### config.mk
export PLATFORM = sky130hd
export DESIGN_NAME = bridge_ctrl_pm_cap_regs
export DESIGN_NICKNAME = d
export VERILOG_FILES = /design/src/shared/bridge_pm_pkg.sv /design/src/shared/pm_cap_if.sv /design/src/hw/pm_cap_override.sv /design/src/hw/bridge_ctrl_pm_cap_regs.sv
export VERILOG_INCLUDE_DIRS = /design/src /design/src/shared
export SDC_FILE = /design/constraint.sdc
export NUM_CORES = 1
export LEC_CHECK = 0
export ABC_AREA = 1
export BUFFER_PORTS_ARGS = -buffer_cell sky130_fd_sc_hd__buf_2
export CORE_MARGIN = 8
export CORE_UTILIZATION = 51
export CTS_CLUSTER_SIZE = 25
export DETAILED_ROUTE_END_ITERATION = 8
export GPL_ROUTABILITY_DRIVEN = 0
export PLACE_DENSITY = 0.9
export SLEW_MARGIN = 20
export SYNTH_ARGS = -nofsm -noshare
export SYNTH_HDL_FRONTEND = slang
export SYNTH_SLANG_ARGS = --single-unit
export TNS_END_PERCENT = 1
### constraint.sdc
create_clock -name clk -period 3.4 [get_ports clk]
set_input_delay 0.17 -clock clk [delete_from_list [all_inputs] [get_ports clk]]
set_output_delay 0.17 -clock clk [all_outputs]
set_load 0.01 [all_outputs]
### src/shared/bridge_pm_defs.svh
// Function
// - Bit 20 selects 10 or 16-bit VGA decode
// - Writing one to bit 22 starts hot reset
// - Bit 22 clear means no hot reset driven
// - Downstream port resets its own attached device
// - Upstream port resets all downstream ports together
// - Legacy bits 21 and 23-27 read zero
// - Capability byte reads fixed identifier 01h
// - Next pointer 5Ch upstream, 4Ch downstream
// - Bits 18:16 read 011b, revision 1.2
// - Initialization flag bit 21 defaults zero
// - Aux current bits 24:22 default 111b
// - Bit 25 D1 support defaults one
// - Bit 26 D2 support defaults one
// - Power-event support 31:27 defaults all ones
// - Sideband or EEPROM may replace capability defaults
// - Bridge control sits in upper half of 3Ch
`ifndef BRIDGE_PM_DEFS_SVH
`define BRIDGE_PM_DEFS_SVH

`define OFF_BRIDGE_CTRL   8'h3c
`define OFF_PM_CAP        8'h40

`define BIT_PME_CLOCK     19
`define BIT_VGA16         20
`define BIT_MASTER_ABORT  21
`define BIT_SEC_BUS_RESET 22

`define PM_CAP_ID         8'h01
`define NEXT_PTR_UP       8'h5c
`define NEXT_PTR_DOWN     8'h4c
`define PM_REVISION       3'h3

`define DSI_RESET         1'h0
`define AUX_CURRENT_RESET 3'h7
`define D1_RESET          1'h1
`define D2_RESET          1'h1
`define PME_SUPPORT_RESET 5'h1f

`define INT_LINE_RESET    8'h00
`define INT_PIN_RESET     8'h00
`define BRIDGE_LOW_RESET  4'h0
`define VGA16_RESET       1'h0
`define SBR_RESET         1'h0

`endif

### src/shared/bridge_pm_pkg.sv
package bridge_pm_pkg;

    typedef enum logic [0:0] {
        port_downstream = 1'b0,
        port_upstream   = 1'b1
    } port_role_t;

    typedef struct packed {
        logic       dsi;
        logic [2:0] aux_current;
        logic       d1_support;
        logic       d2_support;
        logic [4:0] pme_support;
    } pm_fields_t;

endpackage : bridge_pm_pkg

### src/shared/pm_cap_if.sv
`timescale 1ns/1ps
interface pm_cap_if;
    bridge_pm_pkg::pm_fields_t fields;
    logic                      lock;

    modport holder (
        output fields,
        input  lock
    );

    modport user (
        input  fields,
        output lock
    );
endinterface : pm_cap_if

### src/hw/pm_cap_override.sv
`timescale 1ns/1ps
`include "bridge_pm_defs.svh"
module pm_cap_override (
    input  wire logic       clk,
    input  wire logic       reset,
    input  wire logic       sb_load,
    input  wire logic       sb_dsi,
    input  wire logic [2:0] sb_aux_current,
    input  wire logic       sb_d1_support,
    input  wire logic       sb_d2_support,
    input  wire logic [4:0] sb_pme_support,
    pm_cap_if.holder        pm
);

    bridge_pm_pkg::pm_fields_t fields;
    bridge_pm_pkg::pm_fields_t next_fields;
    bridge_pm_pkg::pm_fields_t loaded;

    // Loads close once software has touched the port
    wire take_load = sb_load & ~pm.lock;

    assign loaded.dsi         = sb_dsi;
    assign loaded.aux_current = sb_aux_current;
    assign loaded.d1_support  = sb_d1_support;
    assign loaded.d2_support  = sb_d2_support;
    assign loaded.pme_support = sb_pme_support;

    assign next_fields = take_load ? loaded : fields;

    always_ff @(posedge clk or posedge reset) begin
        if (reset) begin
            fields.dsi         <= `DSI_RESET;
            fields.aux_current <= `AUX_CURRENT_RESET;
            fields.d1_support  <= `D1_RESET;
            fields.d2_support  <= `D2_RESET;
            fields.pme_support <= `PME_SUPPORT_RESET;
        end else begin
            fields <= next_fields;
        end
    end

    assign pm.fields = fields;

endmodule : pm_cap_override

### src/hw/bridge_ctrl_pm_cap_regs.sv
`timescale 1ns/1ps
`include "bridge_pm_defs.svh"
module bridge_ctrl_pm_cap_regs #(
    parameter bridge_pm_pkg::port_role_t role           = bridge_pm_pkg::port_upstream,
    parameter int unsigned               num_down_ports = 4
) (
    input  wire logic                      clk,
    input  wire logic                      reset,

    // Configuration access
    input  wire logic                      cfg_valid,
    input  wire logic                      cfg_write,
    input  wire logic [7:0]                cfg_addr,
    input  wire logic [3:0]                cfg_be,
    input  wire logic [31:0]               cfg_wdata,
    output logic      [31:0]               cfg_rdata,
    output logic                           cfg_ack,

    // Sideband or EEPROM default loading
    input  wire logic                      sb_load,
    input  wire logic                      sb_dsi,
    input  wire logic [2:0]                sb_aux_current,
    input  wire logic                      sb_d1_support,
    input  wire logic                      sb_d2_support,
    input  wire logic [4:0]                sb_pme_support,
    output logic                           cap_locked,

    // Bridge control effects
    output logic                           vga_16bit_decode,
    output logic                           hot_reset,
    output logic      [num_down_ports-1:0] port_rst_n
);

    localparam logic [7:0] off_bridge = `OFF_BRIDGE_CTRL;
    localparam logic [7:0] off_pm_cap = `OFF_PM_CAP;
    localparam logic       is_up      = (role == bridge_pm_pkg::port_upstream);

    // Byte-lane merge of a write into a stored byte
    function automatic logic [7:0] merge_byte(
        input logic [7:0] old_value,
        input logic [7:0] new_value,
        input logic       lane
    );
        merge_byte = lane ? new_value : old_value;
    endfunction : merge_byte

    // Reset vector toward downstream devices for a given bus reset level
    function automatic logic [num_down_ports-1:0] reset_vector(
        input logic sbr_level
    );
        logic [num_down_ports-1:0] vec;
        vec = '1;
        if (is_up) begin
            vec = sbr_level ? '0 : '1;
        end else begin
            vec[0] = ~sbr_level;
        end
        reset_vector = vec;
    endfunction : reset_vector

    // Dword index compare, low address bits do not select
    function automatic logic dword_hit(
        input logic [7:0] addr,
        input logic [7:0] offset
    );
        dword_hit = (addr[7:2] == offset[7:2]);
    endfunction : dword_hit

    pm_cap_if pm ();

    pm_cap_override u_override (
        .clk            (clk),
        .reset          (reset),
        .sb_load        (sb_load),
        .sb_dsi         (sb_dsi),
        .sb_aux_current (sb_aux_current),
        .sb_d1_support  (sb_d1_support),
        .sb_d2_support  (sb_d2_support),
        .sb_pme_support (sb_pme_support),
        .pm             (pm.holder)
    );

    // Stored fields of the bridge control dword
    logic [7:0]  int_line;
    logic [3:0]  bridge_low;
    logic        vga16;
    logic        sbr;
    logic        locked;

    logic [7:0]  next_int_line;
    logic [3:0]  next_bridge_low;
    logic        next_vga16;
    logic        next_sbr;
    logic        next_locked;

    // Address decode
    wire hit_bridge = dword_hit(cfg_addr, off_bridge);
    wire hit_pm_cap = dword_hit(cfg_addr, off_pm_cap);
    wire is_read    = cfg_valid & ~cfg_write;
    wire is_write   = cfg_valid & cfg_write;

    // Write strobes per byte lane of the bridge dword
    wire wr_bridge  = is_write & hit_bridge;
    wire wr_lane0   = wr_bridge & cfg_be[0];
    wire wr_lane2   = wr_bridge & cfg_be[2];

    // Lane 1 holds the read-only interrupt pin, lane 3 holds only
    // hardwired and reserved bits, so neither lane has a write path
    wire [7:0] lane2_old = {1'b0, sbr, 1'b0, vga16, bridge_low};
    wire [7:0] lane2_new = merge_byte(lane2_old, cfg_wdata[23:16], wr_lane2);

    assign next_int_line   = merge_byte(int_line, cfg_wdata[7:0], wr_lane0);
    assign next_bridge_low = lane2_new[3:0];
    assign next_vga16      = lane2_new[`BIT_VGA16 - 16];
    assign next_sbr        = lane2_new[`BIT_SEC_BUS_RESET - 16];

    // Writes to the PM capability dword change nothing

    always_ff @(posedge clk or posedge reset) begin
        if (reset) begin
            int_line <= `INT_LINE_RESET;
        end else begin
            int_line <= next_int_line;
        end
    end

    always_ff @(posedge clk or posedge reset) begin
        if (reset) begin
            bridge_low <= `BRIDGE_LOW_RESET;
        end else begin
            bridge_low <= next_bridge_low;
        end
    end

    always_ff @(posedge clk or posedge reset) begin
        if (reset) begin
            vga16 <= `VGA16_RESET;
        end else begin
            vga16 <= next_vga16;
        end
    end

    always_ff @(posedge clk or posedge reset) begin
        if (reset) begin
            sbr <= `SBR_RESET;
        end else begin
            sbr <= next_sbr;
        end
    end

    // Override window closes at the edge after the first configuration access;
    // a load in that same access cycle still lands after software has read
    assign next_locked = locked | cfg_valid;

    always_ff @(posedge clk or posedge reset) begin
        if (reset) begin
            locked <= 1'b0;
        end else begin
            locked <= next_locked;
        end
    end

    assign pm.lock = locked;

    // Read image of the bridge control dword
    wire [7:0]  int_pin = `INT_PIN_RESET;
    wire [31:0] bridge_image;

    assign bridge_image[7:0]   = int_line;
    assign bridge_image[15:8]  = int_pin;
    assign bridge_image[19:16] = bridge_low;
    assign bridge_image[20]    = vga16;
    assign bridge_image[21]    = 1'b0;
    assign bridge_image[22]    = sbr;
    assign bridge_image[27:23] = 5'h00;
    assign bridge_image[31:28] = 4'h0;

    // Read image of the PM capability dword
    wire [7:0]  next_ptr = is_up ? `NEXT_PTR_UP : `NEXT_PTR_DOWN;
    wire [31:0] pm_image;

    assign pm_image[7:0]   = `PM_CAP_ID;
    assign pm_image[15:8]  = next_ptr;
    assign pm_image[18:16] = `PM_REVISION;
    assign pm_image[19]    = 1'b0;
    assign pm_image[20]    = 1'b0;
    assign pm_image[21]    = pm.fields.dsi;
    assign pm_image[24:22] = pm.fields.aux_current;
    assign pm_image[25]    = pm.fields.d1_support;
    assign pm_image[26]    = pm.fields.d2_support;
    assign pm_image[31:27] = pm.fields.pme_support;

    // Read select; other offsets belong to neighbouring blocks and
    // read as zero here
    wire [31:0] sel_bridge  = hit_bridge ? bridge_image : 32'h0000_0000;
    wire [31:0] sel_pm_cap  = hit_pm_cap ? pm_image : 32'h0000_0000;
    wire [31:0] read_image  = sel_bridge | sel_pm_cap;

    logic [31:0] next_rdata;
    logic        next_ack;

    // Read data holds between accesses; writes return zero
    assign next_rdata = is_read ? read_image : (cfg_valid ? 32'h0000_0000 : cfg_rdata);
    assign next_ack   = cfg_valid;

    always_ff @(posedge clk or posedge reset) begin
        if (reset) begin
            cfg_rdata <= 32'h0000_0000;
        end else begin
            cfg_rdata <= next_rdata;
        end
    end

    always_ff @(posedge clk or posedge reset) begin
        if (reset) begin
            cfg_ack <= 1'b0;
        end else begin
            cfg_ack <= next_ack;
        end
    end

    // Effects of the bridge control fields on the port
    logic                      next_hot_reset;
    logic [num_down_ports-1:0] next_port_rst_n;

    assign next_hot_reset  = next_sbr;
    assign next_port_rst_n = reset_vector(next_sbr);

    always_ff @(posedge clk or posedge reset) begin
        if (reset) begin
            hot_reset <= 1'b0;
        end else begin
            hot_reset <= next_hot_reset;
        end
    end

    // Registered alongside the bit itself, so the pins follow the
    // write at the same edge; upstream moves every port together, downstream only port 0
    always_ff @(posedge clk or posedge reset) begin
        if (reset) begin
            port_rst_n <= '1;
        end else begin
            port_rst_n <= next_port_rst_n;
        end
    end

    always_ff @(posedge clk or posedge reset) begin
        if (reset) begin
            vga_16bit_decode <= `VGA16_RESET;
        end else begin
            vga_16bit_decode <= next_vga16;
        end
    end

    always_ff @(posedge clk or posedge reset) begin
        if (reset) begin
            cap_locked <= 1'b0;
        end else begin
            cap_locked <= next_locked;
        end
    end

endmodule : bridge_ctrl_pm_cap_regs

Word level (Yosys, flattened, before mapping)
Cells that the tools add are included.
{"block": "word_totals", "ff_bits": 63, "latch_bits": 0, "ram_bits": 0, "romBits": 0, "word_cells": 32, "mem_count": 0}
{"block": "classes", "add_sub_neg": 0, "mul": 0, "n_div": 0, "magnitude_cmp": 0, "n_eq_ne": 2, "n_shift": 0, "n_mux": 6, "bitwise_logic": 10, "n_reduce_logical": 1}
{"op": "32-bit 2-to-1 mux", "n": 3}
{"op": "23-bit by 32-bit bitwise OR with 32-bit output", "n": 1}
{"op": "23-bit 2-to-1 mux", "n": 1}
{"op": "7-bit 2-to-1 mux", "n": 1}
{"op": "1-bit AND", "n": 6}
{"op": "6-bit by 4-bit == test with 1-bit output, second input constant", "n": 1}
{"op": "6-bit by 5-bit == test with 1-bit output, second input constant", "n": 1}
{"op": "4-bit 2-to-1 mux", "n": 1}
{"op": "1-bit inverter", "n": 2}
{"op": "2-bit nonzero test", "n": 1}
{"op": "1-bit bitwise OR", "n": 1}

Depth between registers and ports, before layout
Gate-level depths: netlist of the first run.
{"block": "logic_depth", "depth_word": 5, "depth_mapped": 8, "depth_no_buf": 6}

Hierarchy
From an unflattened synthesis of the first run, not the netlist that was laid out.
{"block": "unflattened", "cells_unflattened": 261, "hier_area_um2": 2369.8}
{"mod": "bridge_ctrl_pm_cap_regs", "n_inst": 1, "cells_each": 211, "area_each_um2": 1909.3}
{"mod": "pm_cap_override", "n_inst": 1, "cells_each": 50, "area_each_um2": 460.4}

Least setup slack after synthesis of the first run
Ideal clock, no wire load.
{"block": "synth_timing", "path_type": "reg2reg", "from": "reg locked", "to": "reg, netlist name u_override.pm.fields[10]", "setup_ns": 0.125, "arrival_ns": 1.040, "t_required_ns": 3.275, "setup_slack_ns": 2.235, "path_stages_with_launch": 5, "path_cell_list": "dfrtp_1 -> inv_1 -> nand2_1 -> buf_2 -> mux2_2"}
{"block": "synth_via", "elab_chain_cells": 2}
{"item": "from (decl)", "line_no": "bridge_ctrl_pm_cap_regs.sv:88", "source": "logic locked;"}
{"item": "from (signal assigned)", "line_no": "bridge_ctrl_pm_cap_regs.sv:159", "source": "locked <= next_locked;"}
{"item": "1-bit inverter", "line_no": "pm_cap_override.sv:20", "source": "wire take_load = sb_load & ~pm.lock;"}
{"item": "1-bit AND", "line_no": "pm_cap_override.sv:20"}
No other way between the ends.
A chain may end at the register's enable or synchronous reset.

Final worst setup path of the first run
{"block": "layout_timing", "from": "reg locked", "to": "reg, netlist name u_override.pm.fields[10]"}
{"block": "layout_via", "elab_chain_cells": 2}
{"item": "1-bit inverter", "line_no": "pm_cap_override.sv:20"}
{"item": "1-bit AND", "line_no": "pm_cap_override.sv:20"}
No other way between the ends.

==> impl_metrics.json, run 1 <==
{
  "powerDensity_nw_per_um2": 397,
  "rsz0062_at_grt": "false",
  "postCtsHoldBufs": 0,
  "dp_hpwl_mm": 3.73,
  "r2r_start": "locked",
  "maxCapViolations": 0,
  "ys_seq_area_share_pct": 57.5,
  "worstHoldPathType": "input pin to asynchronous set/reset pin",
  "cts-root-buf": "clkbuf_8",
  "required_ps": 3590,
  "viasPerCell": 4.94,
  "yosysMostFrequentCell": "nand2_1",
  "first_iter_violations": 112,
  "numCtsBuffers": 5,
  "grt_first_pass_wirelength_mm": 9.04,
  "leakagePower_nw": 1.54,
  "n_fill_cell": 396,
  "worst_hold_slack_ps": 16.5,
  "synth.distinct_cells": 20,
  "end_kind": "register",
  "fmax_ghz": 0.799,
  "synth_area_um2": 2330,
  "grt_overflow": 0,
  "tritoncts": "done",
  "grt_pass1_vias": 1883,
  "drtAntennaViolNets": 0,
  "worstPathMaxFanout": 11,
  "synth_top_area_share_pct": 45.1,
  "multi_input_area_um2": 808,
  "worst_pin_slew_ps": 885,
  "status": "finished clean",
  "drv_slew": 0,
  "synth_mux_area_share_pct": 5.32,
  "grt_max_degree": 54,
  "wirelength_met1_mm": 2.14,
  "instances_no_fill": 351,
  "nets": 358,
  "yosys_warnings": 0,
  "ir_drop_uv": 241,
  "maxUsedRoutingLayer": "met4",
  "ys_seq_elements": 53,
  "synth_top_family_by_area": "simple AND/OR/NAND/NOR gates",
  "rows": 24,
  "area_growth_pct": 16.0,
  "worstPathCellList": "inv_1, nand2_1, mux2_2",
  "synth.largest_area_cell": "dfrtp_1",
  "synth.area.top_cells": "dfrtp_1 45%, nand2_1 14%, dfstp_2 12%, mux2_2 5.3%, nand4_1 4.6%",
  "cp_slowest_cell": "mux2_2",
  "start_util_pct": 53.1,
  "io_pins": 100,
  "wl_per_cell_um": 14.7,
  "finalHoldViolations": 0,
  "crit_type": "register to register",
  "grtUsageTotal_pct": 15.3,
  "synth_fa_ha_area_share_pct": 0,
  "synth_area_per_cell_um2": 9.82,
  "dieArea_um2": 6980,
  "arrival_ps": 1440,
  "syn_inst": 237,
  "worstSetupStartpointType": "register",
  "startpoint": "locked",
  "synth_compound_area_share_pct": 0,
  "cts_resized": 0,
  "async_flop_share_pct": 100,
  "tns_ps": 0,
  "wl_met2_mm": 2.60,
  "firstDrtPassIters": 4,
  "synth_edf_count": 0,
  "clkSinkCount": 53,
  "drc_errors": 0,
  "dp_cells": 343,
  "clk_latency_ps": 300,
  "synth_ff_type": "dfrtp_1",
  "die_h_um": 83.6,
  "antenna_found_initial": 0,
  "fp.dieW_um": 83.6,
  "io_buffer_count": 73,
  "num_vias": 1733,
  "finalSetupViolCount": 0,
  "fin_crit_ps": 1250,
  "antenna_cells": 0,
  "seqCellArea_um2": 1340,
  "yosys.area_share.simple_pct": 28.7,
  "path_clk_slew_ps": 100,
  "wl_met3_um": 331,
  "htree_levels": 2,
  "fin_crit_sh_pct": 36.8,
  "synth_common_cells": "86 x nand2_1, 42 x dfrtp_1, 19 x nand3_1",
  "post_cts_buffers": 0,
  "drive_above_1_share_pct": 38.5,
  "synth_xor_area_share_pct": 0,
  "clockBufferDepth": 2,
  "core_area_um2": 4380,
  "skew_ps": 5.55,
  "routed_wirelength_mm": 5.15,
  "cp_slowest_stage_delay_ps": 390,
  "max_slew_margin_pct": 40.9
}
## cell families after synthesis
| logic type | count (synthesis) |
|---|---|
| buffers and inverters | 32 |
| flip-flops | 53 |
| multiplexers | 11 |
| other | 1 |
| AND/OR/NAND/NOR | 140 |
## layout by cell type (no fill, tap or decap)
cell type   netlist  layout
and2_1            1       1
buf_2             8      73
clkbuf_1          2       2
clkbuf_8          0       5
clkinv_1          2       2
clkinv_2          0       1
clkinvlp_4        0       1
conb_1            1       4
dfrtp_1          42      42
dfstp_2          11      11
inv_1             8       7
mux2_2           11      11
nand2_1          86      86
nand2_2           1       1
nand3_1          19      19
nand3_2          10      10
nand4_1          17      17
nor2_1            4       4
nor2_2            1       1
nor2_4            1       1
## flip-flops by register name, indices dropped and copies added (netlist names), named ones only
register and cells:
int_line 8, locked 1, cfg_rdata 25, vga16 1
port_rst_n 1, bridge_low 4, u_override.pm.fields 11, cfg_ack 1
## stage by stage
| stage | utilization, % | power (W) | setup slack (ps) | instance area [µm²] |
|---|---|---|---|---|
| finish | 61.6 | 0.00107 | 2150 | 2700 |
| detailed placement | 59.7 | 0.000738 | 1920 | 2620 |
| CTS | 61.6 | 0.00108 | 2130 | 2700 |
| global route | 61.6 | 0.00112 | 2070 | 2700 |
| global placement | 59.7 | 0.000735 | 1930 | 2620 |
| floorplan | - | 0.000707 | 1960 | 2340 |
## layout make-up
class | count | area share, %
Sequential cell | 53 | 49.6
Clock buffer | 7 | 2.83
Multi-Input combinational cell | 155 | 29.9
Timing Repair Buffer | 73 | 13.5
Tap cell | 52 | 2.41
Clock inverter | 1 | 0.278
Inverter | 10 | 1.44
## power by group
part / internal (W) / total, W / switching [W]
combinational: 0.0000256 / 0.0000777 / 0.0000521
sequential: 0.000640 / 0.000647 / 0.00000640
clock: 0.000146 / 0.000348 / 0.000201
total: 0.000812 / 0.00107 / 0.000260
## final timing paths
check / endpoint / cells past startpoint / slack [ps]
max: u_override.pm.fields[10] / 3 / 2150
min: cfg_rdata[20] / 2 / 20
max reg2reg: u_override.pm.fields[10] / 3 / 2150
min reg2reg: cfg_rdata[21] / 2 / 480
max in group asynchronous: int_line[5] / 2 / 2850
min in group clk: cfg_ack / 1 / 20
## worst max-delay path, delay by kind of cell (launching register included)
family                 cells  cell delay [ps]
and+or+nand+nor            1              360
muxes                      1              390
DFF                        1              350
buffers and inverters      1               50
## metal layers
layer | track usage, % | vias to the layer above
li1 | - | 876
met1 | 17.8 | 803
met2 | 26.0 | 46
met3 | 4.59 | 8
met4 | 5.34 | 0
met5 | 0 | -
Note: power is estimated with default switching activity, not from simulation.
==> inputs of run 2 (changes only) <==
--- a/config.mk
+++ b/config.mk
@@ -9,11 +9,11 @@
 export ABC_AREA = 1
 export BUFFER_PORTS_ARGS = -buffer_cell sky130_fd_sc_hd__buf_2
 export CORE_MARGIN = 8
-export CORE_UTILIZATION = 51
+export CORE_UTILIZATION = 47
 export CTS_CLUSTER_SIZE = 25
 export DETAILED_ROUTE_END_ITERATION = 8
 export GPL_ROUTABILITY_DRIVEN = 0
-export PLACE_DENSITY = 0.9
+export PLACE_DENSITY = 0.84
 export SLEW_MARGIN = 20
 export SYNTH_ARGS = -nofsm -noshare
 export SYNTH_HDL_FRONTEND = slang
==> constraint.sdc (replaced) <==
create_clock -name clk -period 1.2 [get_ports clk]
set_input_delay 0.06 -clock clk [delete_from_list [all_inputs] [get_ports clk]]
set_output_delay 0.06 -clock clk [all_outputs]
set_load 0.01 [all_outputs]
==> impl_metrics.json, run 2 (synthesis gave the netlist of run 1 again) <==
{
  "status": "finished clean",
  "htree_levels": 2,
  "first_iter_violations": 102,
  "multi_input_area_um2": 808,
  "die_h_um": 86.4,
  "placed_area_um2": 2760,
  "dieArea_um2": 7460,
  "wl_per_cell_um": 14.1,
  "drv_slew": 0,
  "viasPerCell": 4.75,
  "end_kind": "register",
  "rsz0062_at_grt": "false",
  "rows": 25,
  "arrival_ps": 1280,
  "grt_pass1_vias": 1919,
  "maxCapViolations": 0,
  "worstPathCellList": "inv_1, nand2_1, buf_12, mux2_2",
  "fin_total_pwr_w": 0.00337,
  "final_common_cell": "nand2_1",
  "worstHoldPathType": "input pin to register",
  "drtAntennaViolNets": 0,
  "core_area_um2": 4750,
  "grtUsageTotal_pct": 15.6,
  "finalSetupViolCount": 0,
  "cp_slowest_stage_delay_ps": 340,
  "clk_latency_ps": 310,
  "p_clk_share_pct": 37.1,
  "antenna_found_initial": 0,
  "numCtsBuffers": 5,
  "power_frac_comb_pct": 8.5,
  "p_sw_share_pct": 22.2,
  "final_cell_mix": "86 x nand2_1, 73 x buf_2, 42 x dfrtp_1",
  "area_growth_pct": 29.6,
  "fp.dieW_um": 86.4,
  "cp_top_family": "flip-flops",
  "ir_drop_uv": 536,
  "path_clk_slew_ps": 90,
  "skew_ps": 3.79,
  "postLayoutCoreUtil_pct": 63.4,
  "dp_hpwl_mm": 4.00,
  "firstDrtPassIters": 4,
  "start_util_pct": 49.0,
  "routed_wirelength_mm": 5.50,
  "cts-root-buf": "clkbuf_8",
  "top_regs": "cfg_rdata (25), u_override.pm.fields (11), int_line (8)",
  "p_sw_w": 0.000747,
  "seqCellArea_um2": 1340,
  "finalHoldViolations": 0,
  "powerDensity_nw_per_um2": 1120,
  "cp_slowest_cell": "dfrtp_1",
  "crit_type": "register to register",
  "io_buffer_count": 73,
  "nets": 381,
  "regMostFlops": "cfg_rdata",
  "required_ps": 1400,
  "worstSetupStartpointType": "register",
  "fmax_ghz": 0.925,
  "antenna_cells": 0,
  "drc_errors": 0,
  "grt_first_pass_wirelength_mm": 9.23,
  "pwr-share-seq_pct": 54.5,
  "dp_slack_ps": 133,
  "tns_ps": 0,
  "io_pins": 100,
  "p_int_w": 0.00262,
  "drive_above_1_share_pct": 39.1,
  "clkSinkCount": 53,
  "leakagePower_nw": 1.68,
  "grt_overflow": 0,
  "post_cts_buffers": 0,
  "fin_crit_ps": 1080,
  "fin_crit_sh_pct": 90.1,
  "finalWorstSetupSlack_ps": 119,
  "tritoncts": "done",
  "stdcell_area_um2": 3020,
  "grt_max_degree": 27,
  "clockBufferDepth": 2,
  "crit_buf_inv": 2,
  "worstPathMaxFanout": 11,
  "n_fill_cell": 409,
  "num_vias": 1846,
  "largest_reg_flops": 25
}
run 2: cell count changes in the layout (fill, tap and decap cells not counted):
cell           change
buf_12             +4
buf_4              +5
bufinv_16          +1
clkbuf_1           -2
clkbuf_8           +1
clkinv_2           -1
clkinvlp_4         +1
dlygate4sd3_1     +14
run 2: cell type report:
| type | instances | area share (%) |
|---|---|---|
| clock buffers | 6 | 2.74 |
| clock inverters | 2 | 1.24 |
| inverters | 10 | 1.37 |
| multi-input cells | 155 | 26.8 |
| flip-flops and latches | 53 | 44.4 |
| well taps | 67 | 2.78 |
| repair buffers | 96 | 20.7 |
run 2: final timing paths:
kind,from,endpoint,slack (ps),cells after the start
max,locked,u_override.pm.fields[10],120,4
min,cfg_wdata[22],port_rst_n[2],4,4
max reg2reg,locked,u_override.pm.fields[10],120,4
min reg2reg,locked,locked,480,2
max in group asynchronous,reset,port_rst_n[2],370,4
min in group asynchronous,reset,cfg_rdata[29],340,3
run 2: worst reg2reg max path: cells and delay by family, from the launching register on:
kind                   cells  cell delay, ps
multiplexers               1             330
flip-flops                 1             340
buffers and inverters      2             200
AND/OR/NAND/NOR            1             100
run 2: metrics by stage:
stage          hold WS (ps)  std cells
2_1_floorplan          91.4        240
3_3_place_gp           92.6        367
3_5_place_dp           99.6        367
4_1_cts               0.535        389
5_1_grt                6.85        389
6_report               4.33        389
run 2: layer usage:
layer | track usage, % | up-vias | routed length (µm)
li1 | - | 922 | -
met1 | 18.1 | 864 | 2280
met5 | 0 | - | 0
met2 | 27.2 | 53 | 2810
met4 | 5.63 | 0 | 81
met3 | 3.69 | 7 | 338
run 2: timing repair:
| action | CTS | global route |
|---|---|---|
| hold buffers | 14 | 0 |
| endpoints found under the setup margin | 0 | 0 |
| resized for setup | 0 | 0 |
| endpoints found under the hold margin | 20 | 0 |
run 2: power groups by stage:
stage | clock [W] | sequential (W) | combinational (W)
detailed placement | 0 | 0.00187 | 0.000250
global route | 0.00134 | 0.00184 | 0.000319
finish | 0.00125 | 0.00183 | 0.000285
CTS | 0.00127 | 0.00183 | 0.000286
floorplan | 0 | 0.00187 | 0.000136
global placement | 0 | 0.00187 | 0.000245
